### src/afz_pkg.sv
package afz_pkg;
    // ------------------------------------------------------------
    // register map
    // ------------------------------------------------------------
    localparam logic [7:0] AFZ_ADDR_CH1_MIN = 8'h64;
    localparam logic [7:0] AFZ_ADDR_CH2_MIN = 8'h65;
    localparam logic [7:0] AFZ_ADDR_CH3_MIN = 8'h66;
    localparam logic [7:0] AFZ_ADDR_Z1_LOW = 8'h67;
    localparam logic [7:0] AFZ_ADDR_Z2_LOW = 8'h68;
    localparam logic [7:0] AFZ_ADDR_Z3_LOW = 8'h69;
    localparam logic [7:0] AFZ_ADDR_Z1_ABS = 8'h6A;
    localparam logic [7:0] AFZ_ADDR_Z2_ABS = 8'h6B;
    localparam logic [7:0] AFZ_ADDR_Z3_ABS = 8'h6C;
    localparam logic [7:0] AFZ_ADDR_Z12_HYS = 8'h6D;
    localparam logic [7:0] AFZ_ADDR_Z3_HYS = 8'h6E;

    // ------------------------------------------------------------
    // reset values
    // ------------------------------------------------------------
    localparam logic [7:0] AFZ_RST_MIN = 8'h80;
    localparam logic [7:0] AFZ_RST_LOW = 8'h5A;
    localparam logic [7:0] AFZ_RST_ABS = 8'h64;
    localparam logic [7:0] AFZ_RST_Z12_HYS = 8'h44;
    localparam logic [7:0] AFZ_RST_Z3_HYS = 8'h40;

    // ------------------------------------------------------------
    // field layout and special codes
    // ------------------------------------------------------------
    localparam int AFZ_HYS_HI_LSB = 4;
    localparam int AFZ_HYS_LO_LSB = 0;
    localparam int AFZ_HYS_W = 4;
    localparam logic [7:0] AFZ_ABS_DISABLE = 8'h80;
    localparam logic [7:0] AFZ_DUTY_FULL = 8'hFF;
    localparam logic [7:0] AFZ_DUTY_OFF = 8'h00;
    localparam logic [7:0] AFZ_PWM_TOP = 8'hFE;

    // fan channel operating mode as seen by this block
    typedef enum logic [1:0] {
        AFZ_MODE_AUTO,
        AFZ_MODE_MANUAL,
        AFZ_MODE_DISABLED,
        AFZ_MODE_SPARE
    } afz_mode_type;
endpackage

### src/afz_zone_eval.sv
`timescale 1ns/1ps
`default_nettype none
module afz_zone_eval
    import afz_pkg::*;
(
    input wire logic sys_clk,
    input wire logic sys_rst,
    input wire logic temp_update,
    input wire logic [7:0] temp,
    input wire logic [7:0] low_limit,
    input wire logic [7:0] abs_limit,
    input wire logic [3:0] margin,
    output logic at_or_above_low,
    output logic fan_held_on,
    output logic abs_trip
);
    logic signed [8:0] temp_s;
    logic signed [8:0] low_s;
    logic signed [8:0] off_point;

    // signed compares, widened so low minus margin cannot wrap
    assign temp_s = {temp[7], temp};
    assign low_s = {low_limit[7], low_limit};
    assign off_point = low_s - $signed({5'h00, margin});

    // ------------------------------------------------------------
    // latched comparison results, refreshed on each new reading
    // ------------------------------------------------------------
    always_ff @(posedge sys_clk) begin
        if (sys_rst) begin
            at_or_above_low <= 1'b0;
            abs_trip <= 1'b0;
        end else if (temp_update) begin
            at_or_above_low <= (temp_s >= low_s);
            // 80h switches the override off for this zone
            abs_trip <= (abs_limit != AFZ_ABS_DISABLE) &&
                        (temp_s > $signed({abs_limit[7], abs_limit}));
        end
    end

    // on at the low limit, off only below low limit minus margin
    always_ff @(posedge sys_clk) begin
        if (sys_rst) begin
            fan_held_on <= 1'b0;
        end else if (temp_update) begin
            if (temp_s >= low_s) begin
                fan_held_on <= 1'b1;
            end else if (temp_s < off_point) begin
                fan_held_on <= 1'b0;
            end
        end
    end
endmodule
`default_nettype wire

### src/afz_pwm_out.sv
`timescale 1ns/1ps
`default_nettype none
module afz_pwm_out
    import afz_pkg::*;
(
    input wire logic sys_clk,
    input wire logic sys_rst,
    input wire logic [7:0] duty,
    output logic pwm_pin
);
    logic [7:0] phase_r;

    // period of 255 steps so that FFh is always high and 00h always low
    always_ff @(posedge sys_clk) begin
        if (sys_rst) begin
            phase_r <= 8'h00;
        end else if (phase_r == AFZ_PWM_TOP) begin
            phase_r <= 8'h00;
        end else begin
            phase_r <= phase_r + 8'h01;
        end
    end

    // duty/255 high time
    always_ff @(posedge sys_clk) begin
        if (sys_rst) begin
            pwm_pin <= 1'b0;
        end else begin
            pwm_pin <= (phase_r < duty);
        end
    end
endmodule
`default_nettype wire

### src/afz_fan_limits.sv
`timescale 1ns/1ps
`default_nettype none
module afz_fan_limits
    import afz_pkg::*;
#(
    parameter int NUM_CH = 3
)
(
    input wire logic sys_clk,
    input wire logic sys_rst,
    input wire logic reg_wr,
    input wire logic reg_rd,
    input wire logic [7:0] reg_addr,
    input wire logic [7:0] reg_wdata,
    output logic [7:0] reg_rdata,
    output logic reg_hit,
    input wire logic lock,
    input wire logic temp_update,
    input wire logic [7:0] zone1_temp,
    input wire logic [7:0] zone2_temp,
    input wire logic [7:0] zone3_temp,
    input wire logic [3:0] zone1_range,
    input wire logic [3:0] zone2_range,
    input wire logic [3:0] zone3_range,
    input wire logic [5:0] chan_zone_sel,
    input wire logic [5:0] chan_mode,
    input wire logic [2:0] below_limit_select,
    input wire logic [7:0] manual_duty_ch1,
    input wire logic [7:0] manual_duty_ch2,
    input wire logic [7:0] manual_duty_ch3,
    output logic [7:0] duty_ch1,
    output logic [7:0] duty_ch2,
    output logic [7:0] duty_ch3,
    output logic override_active,
    output logic fan_channel_1,
    output logic fan_channel_2,
    output logic fan_channel_3
);
    // ------------------------------------------------------------
    // helpers
    // ------------------------------------------------------------
    // whole degrees at which the ramp reaches full; fractional ranges round up
    function automatic logic [7:0] range_degrees(input logic [3:0] code);
        logic [7:0] deg;
        deg = 8'h20;
        case (code)
            4'h0: deg = 8'h02;
            4'h1: deg = 8'h03;
            4'h2: deg = 8'h04;
            4'h3: deg = 8'h04;
            4'h4: deg = 8'h05;
            4'h5: deg = 8'h07;
            4'h6: deg = 8'h08;
            4'h7: deg = 8'h0A;
            4'h8: deg = 8'h0E;
            4'h9: deg = 8'h10;
            4'hA: deg = 8'h14;
            4'hB: deg = 8'h1B;
            4'hC: deg = 8'h20;
            4'hD: deg = 8'h28;
            4'hE: deg = 8'h36;
            4'hF: deg = 8'h50;
            default: deg = 8'h20;
        endcase
        return deg;
    endfunction

    // two-bit field of one channel, channel 1 in the low bits
    function automatic logic [1:0] chan_field(input logic [5:0] vec, input int c);
        return vec[2*c +: 2];
    endfunction

    // linear ramp from minimum at the limit to full at limit plus span
    function automatic logic [7:0] ramp_duty(
        input logic [7:0] min_duty,
        input logic [7:0] above,
        input logic [7:0] span
    );
        logic [15:0] prod;
        logic [15:0] step;
        prod = 16'h0000;
        step = 16'h0000;
        if (above >= span) begin
            return AFZ_DUTY_FULL;
        end
        prod = 16'(AFZ_DUTY_FULL - min_duty) * 16'(above);
        step = prod / 16'(span);
        return 8'(16'(min_duty) + step);
    endfunction

    // ------------------------------------------------------------
    // lockable registers
    // ------------------------------------------------------------
    logic [7:0] min_duty_r [NUM_CH];
    logic [7:0] low_limit_r [NUM_CH];
    logic [7:0] abs_limit_r [NUM_CH];
    logic [7:0] zone12_margin_r;
    logic [3:0] zone3_margin_r;
    logic wr_ok;

    assign wr_ok = reg_wr && !lock;

    // minimum duty per channel
    always_ff @(posedge sys_clk) begin
        if (sys_rst) begin
            for (int i = 0; i < NUM_CH; i++) begin
                min_duty_r[i] <= AFZ_RST_MIN;
            end
        end else if (wr_ok) begin
            case (reg_addr)
                AFZ_ADDR_CH1_MIN: min_duty_r[0] <= reg_wdata;
                AFZ_ADDR_CH2_MIN: min_duty_r[1] <= reg_wdata;
                AFZ_ADDR_CH3_MIN: min_duty_r[2] <= reg_wdata;
                default: ;
            endcase
        end
    end

    // zone limits; the comparisons pick up a new limit at the next reading, the ramp offset at the write
    always_ff @(posedge sys_clk) begin
        if (sys_rst) begin
            for (int i = 0; i < NUM_CH; i++) begin
                low_limit_r[i] <= AFZ_RST_LOW;
                abs_limit_r[i] <= AFZ_RST_ABS;
            end
        end else if (wr_ok) begin
            case (reg_addr)
                AFZ_ADDR_Z1_LOW: low_limit_r[0] <= reg_wdata;
                AFZ_ADDR_Z2_LOW: low_limit_r[1] <= reg_wdata;
                AFZ_ADDR_Z3_LOW: low_limit_r[2] <= reg_wdata;
                AFZ_ADDR_Z1_ABS: abs_limit_r[0] <= reg_wdata;
                AFZ_ADDR_Z2_ABS: abs_limit_r[1] <= reg_wdata;
                AFZ_ADDR_Z3_ABS: abs_limit_r[2] <= reg_wdata;
                default: ;
            endcase
        end
    end

    // turn-off margins
    always_ff @(posedge sys_clk) begin
        if (sys_rst) begin
            zone12_margin_r <= AFZ_RST_Z12_HYS;
            zone3_margin_r <= AFZ_RST_Z3_HYS[AFZ_HYS_HI_LSB +: AFZ_HYS_W];
        end else if (wr_ok) begin
            case (reg_addr)
                AFZ_ADDR_Z12_HYS: zone12_margin_r <= reg_wdata;
                // low nibble is reserved and not stored
                AFZ_ADDR_Z3_HYS: zone3_margin_r <= reg_wdata[AFZ_HYS_HI_LSB +: AFZ_HYS_W];
                default: ;
            endcase
        end
    end

    // ------------------------------------------------------------
    // read port
    // ------------------------------------------------------------
    logic [7:0] rd_mux;
    logic rd_mapped;

    always_comb begin
        rd_mux = 8'h00;
        rd_mapped = 1'b1;
        case (reg_addr)
            AFZ_ADDR_CH1_MIN: rd_mux = min_duty_r[0];
            AFZ_ADDR_CH2_MIN: rd_mux = min_duty_r[1];
            AFZ_ADDR_CH3_MIN: rd_mux = min_duty_r[2];
            AFZ_ADDR_Z1_LOW: rd_mux = low_limit_r[0];
            AFZ_ADDR_Z2_LOW: rd_mux = low_limit_r[1];
            AFZ_ADDR_Z3_LOW: rd_mux = low_limit_r[2];
            AFZ_ADDR_Z1_ABS: rd_mux = abs_limit_r[0];
            AFZ_ADDR_Z2_ABS: rd_mux = abs_limit_r[1];
            AFZ_ADDR_Z3_ABS: rd_mux = abs_limit_r[2];
            AFZ_ADDR_Z12_HYS: rd_mux = zone12_margin_r;
            AFZ_ADDR_Z3_HYS: rd_mux = {zone3_margin_r, 4'h0};
            default: rd_mapped = 1'b0;
        endcase
    end

    // data is held until the next read; unmapped reads give 00h
    always_ff @(posedge sys_clk) begin
        if (sys_rst) begin
            reg_rdata <= 8'h00;
            reg_hit <= 1'b0;
        end else if (reg_rd) begin
            reg_rdata <= rd_mux;
            reg_hit <= rd_mapped;
        end
    end

    // ------------------------------------------------------------
    // zone evaluation
    // ------------------------------------------------------------
    logic [7:0] zone_temp [NUM_CH];
    logic [3:0] zone_range [NUM_CH];
    logic [3:0] zone_margin [NUM_CH];
    logic [NUM_CH-1:0] zone_at_low;
    logic [NUM_CH-1:0] zone_held;
    logic [NUM_CH-1:0] zone_trip;

    // loose per-zone ports and the margin nibbles gathered into arrays
    assign zone_temp[0] = zone1_temp;
    assign zone_temp[1] = zone2_temp;
    assign zone_temp[2] = zone3_temp;
    assign zone_range[0] = zone1_range;
    assign zone_range[1] = zone2_range;
    assign zone_range[2] = zone3_range;
    assign zone_margin[0] = zone12_margin_r[AFZ_HYS_HI_LSB +: AFZ_HYS_W];
    assign zone_margin[1] = zone12_margin_r[AFZ_HYS_LO_LSB +: AFZ_HYS_W];
    assign zone_margin[2] = zone3_margin_r;

    // one comparator set per zone, all sampled on the same reading strobe
    for (genvar z = 0; z < NUM_CH; z++) begin : g_zone
        afz_zone_eval u_eval (
            .sys_clk(sys_clk),
            .sys_rst(sys_rst),
            .temp_update(temp_update),
            .temp(zone_temp[z]),
            .low_limit(low_limit_r[z]),
            .abs_limit(abs_limit_r[z]),
            .margin(zone_margin[z]),
            .at_or_above_low(zone_at_low[z]),
            .fan_held_on(zone_held[z]),
            .abs_trip(zone_trip[z])
        );
    end

    // ------------------------------------------------------------
    // override and per-channel duty
    // ------------------------------------------------------------
    afz_mode_type ch_mode [NUM_CH];
    logic any_auto;
    logic trip_now;
    logic [7:0] manual_duty [NUM_CH];
    logic [7:0] duty_nxt [NUM_CH];

    // manual duty as an array for the channel loop
    assign manual_duty[0] = manual_duty_ch1;
    assign manual_duty[1] = manual_duty_ch2;
    assign manual_duty[2] = manual_duty_ch3;

    always_comb begin
        any_auto = 1'b0;
        for (int c = 0; c < NUM_CH; c++) begin
            ch_mode[c] = afz_mode_type'(chan_field(chan_mode, c));
            if (ch_mode[c] == AFZ_MODE_AUTO) begin
                any_auto = 1'b1;
            end
        end
        // any zone counts, tied to a channel or not
        trip_now = any_auto && (|zone_trip);
    end

    // choose each channel's duty; the override outranks everything but the disabled and spare modes
    always_comb begin
        logic [1:0] zsel;
        logic [7:0] above;
        zsel = 2'h0;
        above = 8'h00;
        for (int c = 0; c < NUM_CH; c++) begin
            zsel = chan_field(chan_zone_sel, c);
            if (zsel > 2'(NUM_CH - 1)) begin
                zsel = 2'(NUM_CH - 1);
            end
            above = 8'(zone_temp[zsel] - low_limit_r[zsel]);
            case (ch_mode[c])
                AFZ_MODE_DISABLED: duty_nxt[c] = AFZ_DUTY_OFF;
                AFZ_MODE_MANUAL: duty_nxt[c] = trip_now ? AFZ_DUTY_FULL
                                                        : manual_duty[c];
                AFZ_MODE_AUTO: begin
                    if (trip_now) begin
                        duty_nxt[c] = AFZ_DUTY_FULL;
                    end else if (zone_at_low[zsel]) begin
                        duty_nxt[c] = ramp_duty(min_duty_r[c], above,
                                                range_degrees(zone_range[zsel]));
                    end else if (zone_held[zsel] || below_limit_select[c]) begin
                        duty_nxt[c] = min_duty_r[c];
                    end else begin
                        duty_nxt[c] = AFZ_DUTY_OFF;
                    end
                end
                default: duty_nxt[c] = AFZ_DUTY_OFF;
            endcase
        end
    end

    // registered duty and override flag
    always_ff @(posedge sys_clk) begin
        if (sys_rst) begin
            duty_ch1 <= AFZ_DUTY_OFF;
            duty_ch2 <= AFZ_DUTY_OFF;
            duty_ch3 <= AFZ_DUTY_OFF;
            override_active <= 1'b0;
        end else begin
            duty_ch1 <= duty_nxt[0];
            duty_ch2 <= duty_nxt[1];
            duty_ch3 <= duty_nxt[2];
            override_active <= trip_now;
        end
    end

    // ------------------------------------------------------------
    // pwm pins
    // ------------------------------------------------------------
    afz_pwm_out u_fan_channel_1 (
        .sys_clk(sys_clk),
        .sys_rst(sys_rst),
        .duty(duty_ch1),
        .pwm_pin(fan_channel_1)
    );

    afz_pwm_out u_pwm2 (
        .sys_clk(sys_clk),
        .sys_rst(sys_rst),
        .duty(duty_ch2),
        .pwm_pin(fan_channel_2)
    );

    afz_pwm_out u_pwm3 (
        .sys_clk(sys_clk),
        .sys_rst(sys_rst),
        .duty(duty_ch3),
        .pwm_pin(fan_channel_3)
    );
endmodule
`default_nettype wire

### config.mk
export PLATFORM = sky130hd
export DESIGN_NAME = afz_fan_limits
export DESIGN_NICKNAME = d
export VERILOG_FILES = /design/src/afz_pkg.sv /design/src/afz_zone_eval.sv /design/src/afz_pwm_out.sv /design/src/afz_fan_limits.sv
export SDC_FILE = /design/constraint.sdc
export NUM_CORES = 2
export LEC_CHECK = 0
export CORE_ASPECT_RATIO = 1.75
export CORE_UTILIZATION = 55
export DETAILED_ROUTE_END_ITERATION = 10
export DONT_BUFFER_PORTS = 1
export PLACE_DENSITY_LB_ADDON = 0.25
export SLEW_MARGIN = 20
export SYNTH_ARGS = -nofsm -noshare
export SYNTH_HDL_FRONTEND = slang
export SYNTH_SLANG_ARGS = --single-unit
### constraint.sdc
create_clock -name sys_clk -period 49.1 [get_ports sys_clk]
set_input_delay 2.455 -clock sys_clk [delete_from_list [all_inputs] [get_ports sys_clk]]
set_output_delay 2.455 -clock sys_clk [all_outputs]
set_load 0.005 [all_outputs]
# Word-level counts from Yosys, hierarchy flattened
# Memory sizes are Yosys's and may differ from the RTL's.
# Cells that the tools add are included.
# word_totals
in_bits,97
mem_bits_rw,72
wordCells,264
n_memories,6
output_inout_bits,37
ff_bits,82
mem_bits_ro,336
# op_classes
div,3
order_cmp,24
reduce_logical,25
eq_ne,20
add_sub_neg,15
bitwise,12
multipliers,3
mux,133
# memory_table
name,depth,width,read_ports,rd_clocked_by_memory_dff,write_ports,line_no,text
(name not given),16,7,1,0,0,afz_fan_limits.sv:46,case (code)
(name not given),16,7,1,0,0,afz_fan_limits.sv:46,
(name not given),16,7,1,0,0,afz_fan_limits.sv:46,
abs_limit_r,3,8,3,0,3,afz_fan_limits.sv:96,logic [7:0] abs_limit_r [NUM_CH];
low_limit_r,3,8,6,0,3,afz_fan_limits.sv:95,logic [7:0] low_limit_r [NUM_CH];
min_duty_r,3,8,3,0,3,afz_fan_limits.sv:94,logic [7:0] min_duty_r [NUM_CH];
# op_table
cell,count
$mux 8,42
$eq 8x7->1 const B,11
$pmux 8 s11,1
$mux 1,66
$bmux 8 s2,3
$div 16x8->16,3
$ge 8x8->1,6
$mul 9x9->16,3
$pmux 8 s2,3
$lt 8x9->1,3
$sub 8x5->9,3
$sub 8x8->9 const A,3
$add 8x1->8 const B,3
$add 8x8->8,3
$bmux 4 s2,3
$eq 8x8->1 const B,3
$gt 8x8->1,3
$lt 8x8->1,3
$mux 4,6
$ne 8x8->1 const B,3
$sub 8x8->8,3
$bmux 1 s2,6
$reduce_or 11->1,1
$reduce_and 2->1,5
14 further kinds,46

# Depth between registers and ports, before layout
# An unclocked memory read counts as a cell.
# logic_depth
word_depth,19
ltp_mapped,208
ltp_nobuf,198

# Hierarchy
# From an unflattened synthesis, not the netlist that was laid out.
# hier_totals
hier_cells,4400
area_unflattened_um2,34703.3
# by_module_without_submodules
mod,area_each_um2,cells_each,instances
afz_fan_limits,30337.8,3869,1
afz_zone_eval,907.1,114,3
afz_pwm_out,548.0,63,3

# Least setup slack after synthesis
# No wires, ideal clock.
# synth_path
path_kind,in2reg
from,in chan_zone_sel[2]
to,reg duty_ch2[7]
t_required_ns,48.963
path_slack_ns,9.656
arrival_time_ns,39.308
n_path_buf,9
path_stages,191
cell_sequence,buf_2 -> buf_1 -> clkbuf_1 -> mux2i_1 -> o21ai_0 -> ha_1 -> o21ai_0 -> nand2b_1 -> a21o_1 -> a21o_1 -> a21o_1 -> a21oi_1 -> xor2_1 -> nor2_1 -> ha_1 -> fa_1 -> fa_1 -> inv_1 -> (+155 left out) -> nor2b_1 -> o21ai_0 -> and4b_1 -> o311ai_1 -> o2bb2a_1 -> ha_1 -> a21o_1 -> a21oi_1 -> o21bai_1 -> a21oi_1 -> o21bai_1 -> a21oi_1 -> xnor2_1 -> nor2_1 -> o21ai_0 -> a21oi_1 -> a21oi_1 -> a21boi_0
# synth_via
elab_chain_cells,19
elab_cells_between_ends,33
# synth_rtl
element,line_no,text
"start, declared",afz_fan_limits.sv:25,"input wire logic [5:0] chan_zone_sel,"
$gt 2x2->1,afz_fan_limits.sv:261,if (zsel > 2'(NUM_CH - 1)) begin
$mux 2 *,afz_fan_limits.sv:261,
branches (longest 14 deep; another with $mul 9x9->16),n/a,
$mux 8 *,afz_fan_limits.sv:272,end else if (zone_at_low[zsel]) begin
$mux 8 *,afz_fan_limits.sv:270,if (trip_now) begin
$pmux 8 s2 *,afz_fan_limits.sv:265,case (ch_mode[c])
"end signal, assigned",afz_fan_limits.sv:295,duty_ch2 <= duty_nxt[1];
"end, declared",afz_fan_limits.sv:32,"output logic [7:0] duty_ch2,"
# Mark *: on every way between the ends. The select of a mux whose other input is x is not followed.
# A chain may end at the register's enable or synchronous reset.

# Final worst setup path
# Ends and elaborated chain as after synthesis.

==> flow_summary.yaml <==
clock_tree:
  insertion_delay_ps: 440
  number_of_buffers_on_the_longest_clock_path: 2
  cts_tree: "built"
  clk_pin_slew_worst_paths_ps: 80
  numClockSinks: 154
  cts_max_level: 4
  tritoncts.num_buffers: 17
  cts_post_setup_buffers_inserted: 0
  postCtsHoldBufs: 0
  clock-root-buffer: "sky130_fd_sc_hd__clkbuf_16"
grt:
  first_pass_grt_wire_length_mm: 162
  grt_overflow: 0
  number_of_global_route_vias_before_repair: 32100
  antenna_found_initial: 6
  groute.usage.overall_pct: 31.7
  grt_start_max_net_pins: 53
sta:
  finClkSkew_ps: 16.8
  max_freq_ghz: 0.0221
  report.final.slew_viol_count: 0
  grt_setup_unrepaired: "false"
  final_critical_path_time_including_i_o_delays_and_setup_ps: 45190
  fin_tns_setup_ps: 0
  timing.final.ws_setup_ps: 3910
  worst_pin_slew_ps: 1070
  final-hold-violation-count: 0
  slew_headroom_pct: 28.0
  setup_viol_count_final: 0
  final.period_utilization_pct: 92.0
synth:
  postSynth.topFlopCell: "sky130_fd_sc_hd__dfxtp_1"
  yosys.area.top_type_share_pct: 21.2
  syn_inst: 4374
  synth_area_per_cell_um2: 7.90
  synth_sequential_area_ratio_pct: 11.0
  synthesis.area_um2: 34500
  syn_nets: 5176
  synth_top_area_cell: "sky130_fd_sc_hd__ha_1"
  synthArstFlopShare_pct: 0
  post_synth_num_cell_types: 119
  ys_warn_count: 0
  yosys-top-cells-area: "sky130_fd_sc_hd__ha_1 21%, sky130_fd_sc_hd__fa_1 7.0%, sky130_fd_sc_hd__edfxtp_1 6.3%"
  synth_seq_cells: 154
  number_of_flops_mapped_to_enable_cells_by_yosys: 72
routing:
  post_drt_via_cell_ratio: 6.39
  drc: 0
  ant_nets: 0
  route.detailed.wl_per_inst_um: 20.1
  route.final.wire_length_mm: 103
  initialDrtViolationCount: 1764
  drtPass1Iterations: 7
  routed-via-count: 32700
finish:
  final_nets: 5097
  final_common_cell: "sky130_fd_sc_hd__ha_1"
  layout_common_cells: "585 x sky130_fd_sc_hd__ha_1, 473 x sky130_fd_sc_hd__nor2_1, 335 x sky130_fd_sc_hd__inv_1, 257 x sky130_fd_sc_hd__nand2_1, 247 x sky130_fd_sc_hd__a21oi_1"
  final_cells: 5110
  sequential_cell_area_um2: 3800
  nFillCells: 5807
  reg_top3: "abs_limit_r (24), low_limit_r (24), min_duty_r (24)"
  drive_above_1_share_pct: 6.48
  area.growth.synth_to_final_pct: 3.57
  multi_input_area_um2: 29000
die:
  initial_core_util_pct: 55.5
  placement_rows: 121
  die-area_um2: 63900
  die_y_um: 334
  core_um2: 62200
  floorplan.io_pins: 134
  die_w_um: 191
worst_setup_path:
  cpPeakStageDelay_ps: 670
  cpMostUsedCell: "sky130_fd_sc_hd__o21a_1"
  crit_type: "input pin to flop"
  cell_with_the_largest_stage_delay_on_the_worst_path: "sky130_fd_sc_hd__xor2_1"
  crit_fanout: 24
  startpoint_type: "input pin"
  cp_data_required_time_ps: 49420
  endpoint_kind_of_the_worst_setup_timing_path: "flop"
  cp_data_arrival_time_ps: 45510
placed_design:
  place_inst: 5074
  gp_congestion: 0.935
  place.port_buffers: 0
  dp_hpwl_mm: 84.3
  place_worst_setup_slack_ps: 3080
worst_hold_path:
  hp-class: "flop to flop"
run_status:
  outcome: "finished, final reports clean"
run:
  maximum_capacitance_violations: 0
[cells in the mapped netlist (12+ instances only)]
master,instances
sky130_fd_sc_hd__a21boi_0,20
sky130_fd_sc_hd__nor2_1,473
sky130_fd_sc_hd__nand2b_1,116
sky130_fd_sc_hd__clkbuf_1,74
sky130_fd_sc_hd__o21bai_1,21
sky130_fd_sc_hd__mux2_2,76
sky130_fd_sc_hd__a31oi_1,40
sky130_fd_sc_hd__nor2b_1,85
sky130_fd_sc_hd__fa_1,120
sky130_fd_sc_hd__a211o_1,16
sky130_fd_sc_hd__o21ai_1,16
sky130_fd_sc_hd__a211oi_1,37
sky130_fd_sc_hd__nor4_1,17
sky130_fd_sc_hd__a22oi_1,21
sky130_fd_sc_hd__nor3_1,185
sky130_fd_sc_hd__nand3_1,92
sky130_fd_sc_hd__and2_1,43
sky130_fd_sc_hd__o21ai_0,214
sky130_fd_sc_hd__nand2_1,257
sky130_fd_sc_hd__inv_1,335
sky130_fd_sc_hd__o22ai_1,13
sky130_fd_sc_hd__ha_1,585
sky130_fd_sc_hd__or2_2,71
sky130_fd_sc_hd__buf_2,12
sky130_fd_sc_hd__buf_1,12
sky130_fd_sc_hd__nand4_1,31
sky130_fd_sc_hd__a21oi_1,247
sky130_fd_sc_hd__edfxtp_1,72
sky130_fd_sc_hd__xor2_1,53
sky130_fd_sc_hd__xnor2_1,117
sky130_fd_sc_hd__o31ai_1,53
sky130_fd_sc_hd__or3_1,33
sky130_fd_sc_hd__a21o_1,114
sky130_fd_sc_hd__mux2i_1,104
sky130_fd_sc_hd__a31o_2,14
sky130_fd_sc_hd__o21a_1,175
sky130_fd_sc_hd__o211ai_1,35
sky130_fd_sc_hd__dfxtp_1,82
sky130_fd_sc_hd__and3_1,30
[area by class of cell]
type                       count  share of cell area (%)
timing repair buffer          11                   0.231
multi-input combinational   3768                    81.1
tap                          799                    2.79
sequential                   154                    10.6
clock buffer                  17                    1.19
inverter                     343                    3.60
clock inverter                15                   0.472
antenna                        3                  0.0210
[worst paths after layout]
path / start / end / slack (ps) / cells past startpoint
max reg2reg: low_limit_r[1][1] / duty_ch2[7] / 5240 / 187
min reg2reg: u_pwm2.phase_r[0] / u_pwm2.phase_r[0] / 490 / 1
max: chan_zone_sel[2] / duty_ch2[7] / 3910 / 187
min: u_pwm2.phase_r[0] / u_pwm2.phase_r[0] / 490 / 1
[cell families (layout without fill, tap and decap cells)]
kind of cell / after synthesis / in the layout / share of synthesized area [%]
compound gates: 1198 / 1198 / 23.7
other cells: 0 / 3 / 0
mux: 196 / 196 / 6.31
flops: 154 / 154 / 11.0
xor+xnor: 170 / 170 / 4.31
buf+inv: 452 / 386 / 5.12
fa+ha+maj: 705 / 705 / 28.1
simple gates: 1499 / 1499 / 21.4
[repair_timing]
| action | in CTS | in global routing |
|---|---|---|
| endpoints found under the setup margin | 0 | 1 |
| gates resized for setup | 0 | 1 |
| endpoints found under the hold margin | 0 | 0 |
[layer usage]
layer | wire [µm] | GRT usage (%) | up-vias | part of all wire [%]
met5 | 57 | 0.0785 | - | 0.056
met4 | 6770 | 18.8 | 10 | 6.6
met3 | 6180 | 5.47 | 376 | 6.0
met2 | 53200 | 59.4 | 975 | 52
met1 | 36400 | 32.2 | 15500 | 36
li1 | - | - | 15800 | -
[critical path: cells and delay by family]
kind | cells | cell delay (ps)
multiplexers | 4 | 1170
AO/OA/AOI/OAI | 101 | 20420
adder cells (fa/ha/maj) | 23 | 7550
buffers and inverters | 9 | 1430
XOR/XNOR | 3 | 1170
AND/OR/NAND/NOR | 47 | 11210
[stage by stage]
stage | hold slack (ps) | area, µm² | util [%]
after floorplan | 449 | 34500 | -
after global placement | 473 | 35200 | 56.5
after detailed placement | 484 | 35200 | 56.5
after CTS | 500 | 35800 | 57.5
after global routing | 524 | 35800 | 57.5
final | 494 | 35800 | 57.5
Power is left out: the tool's default activity adds up to more than one toggle a clock period on the data nets, which glitch-free logic cannot reach.
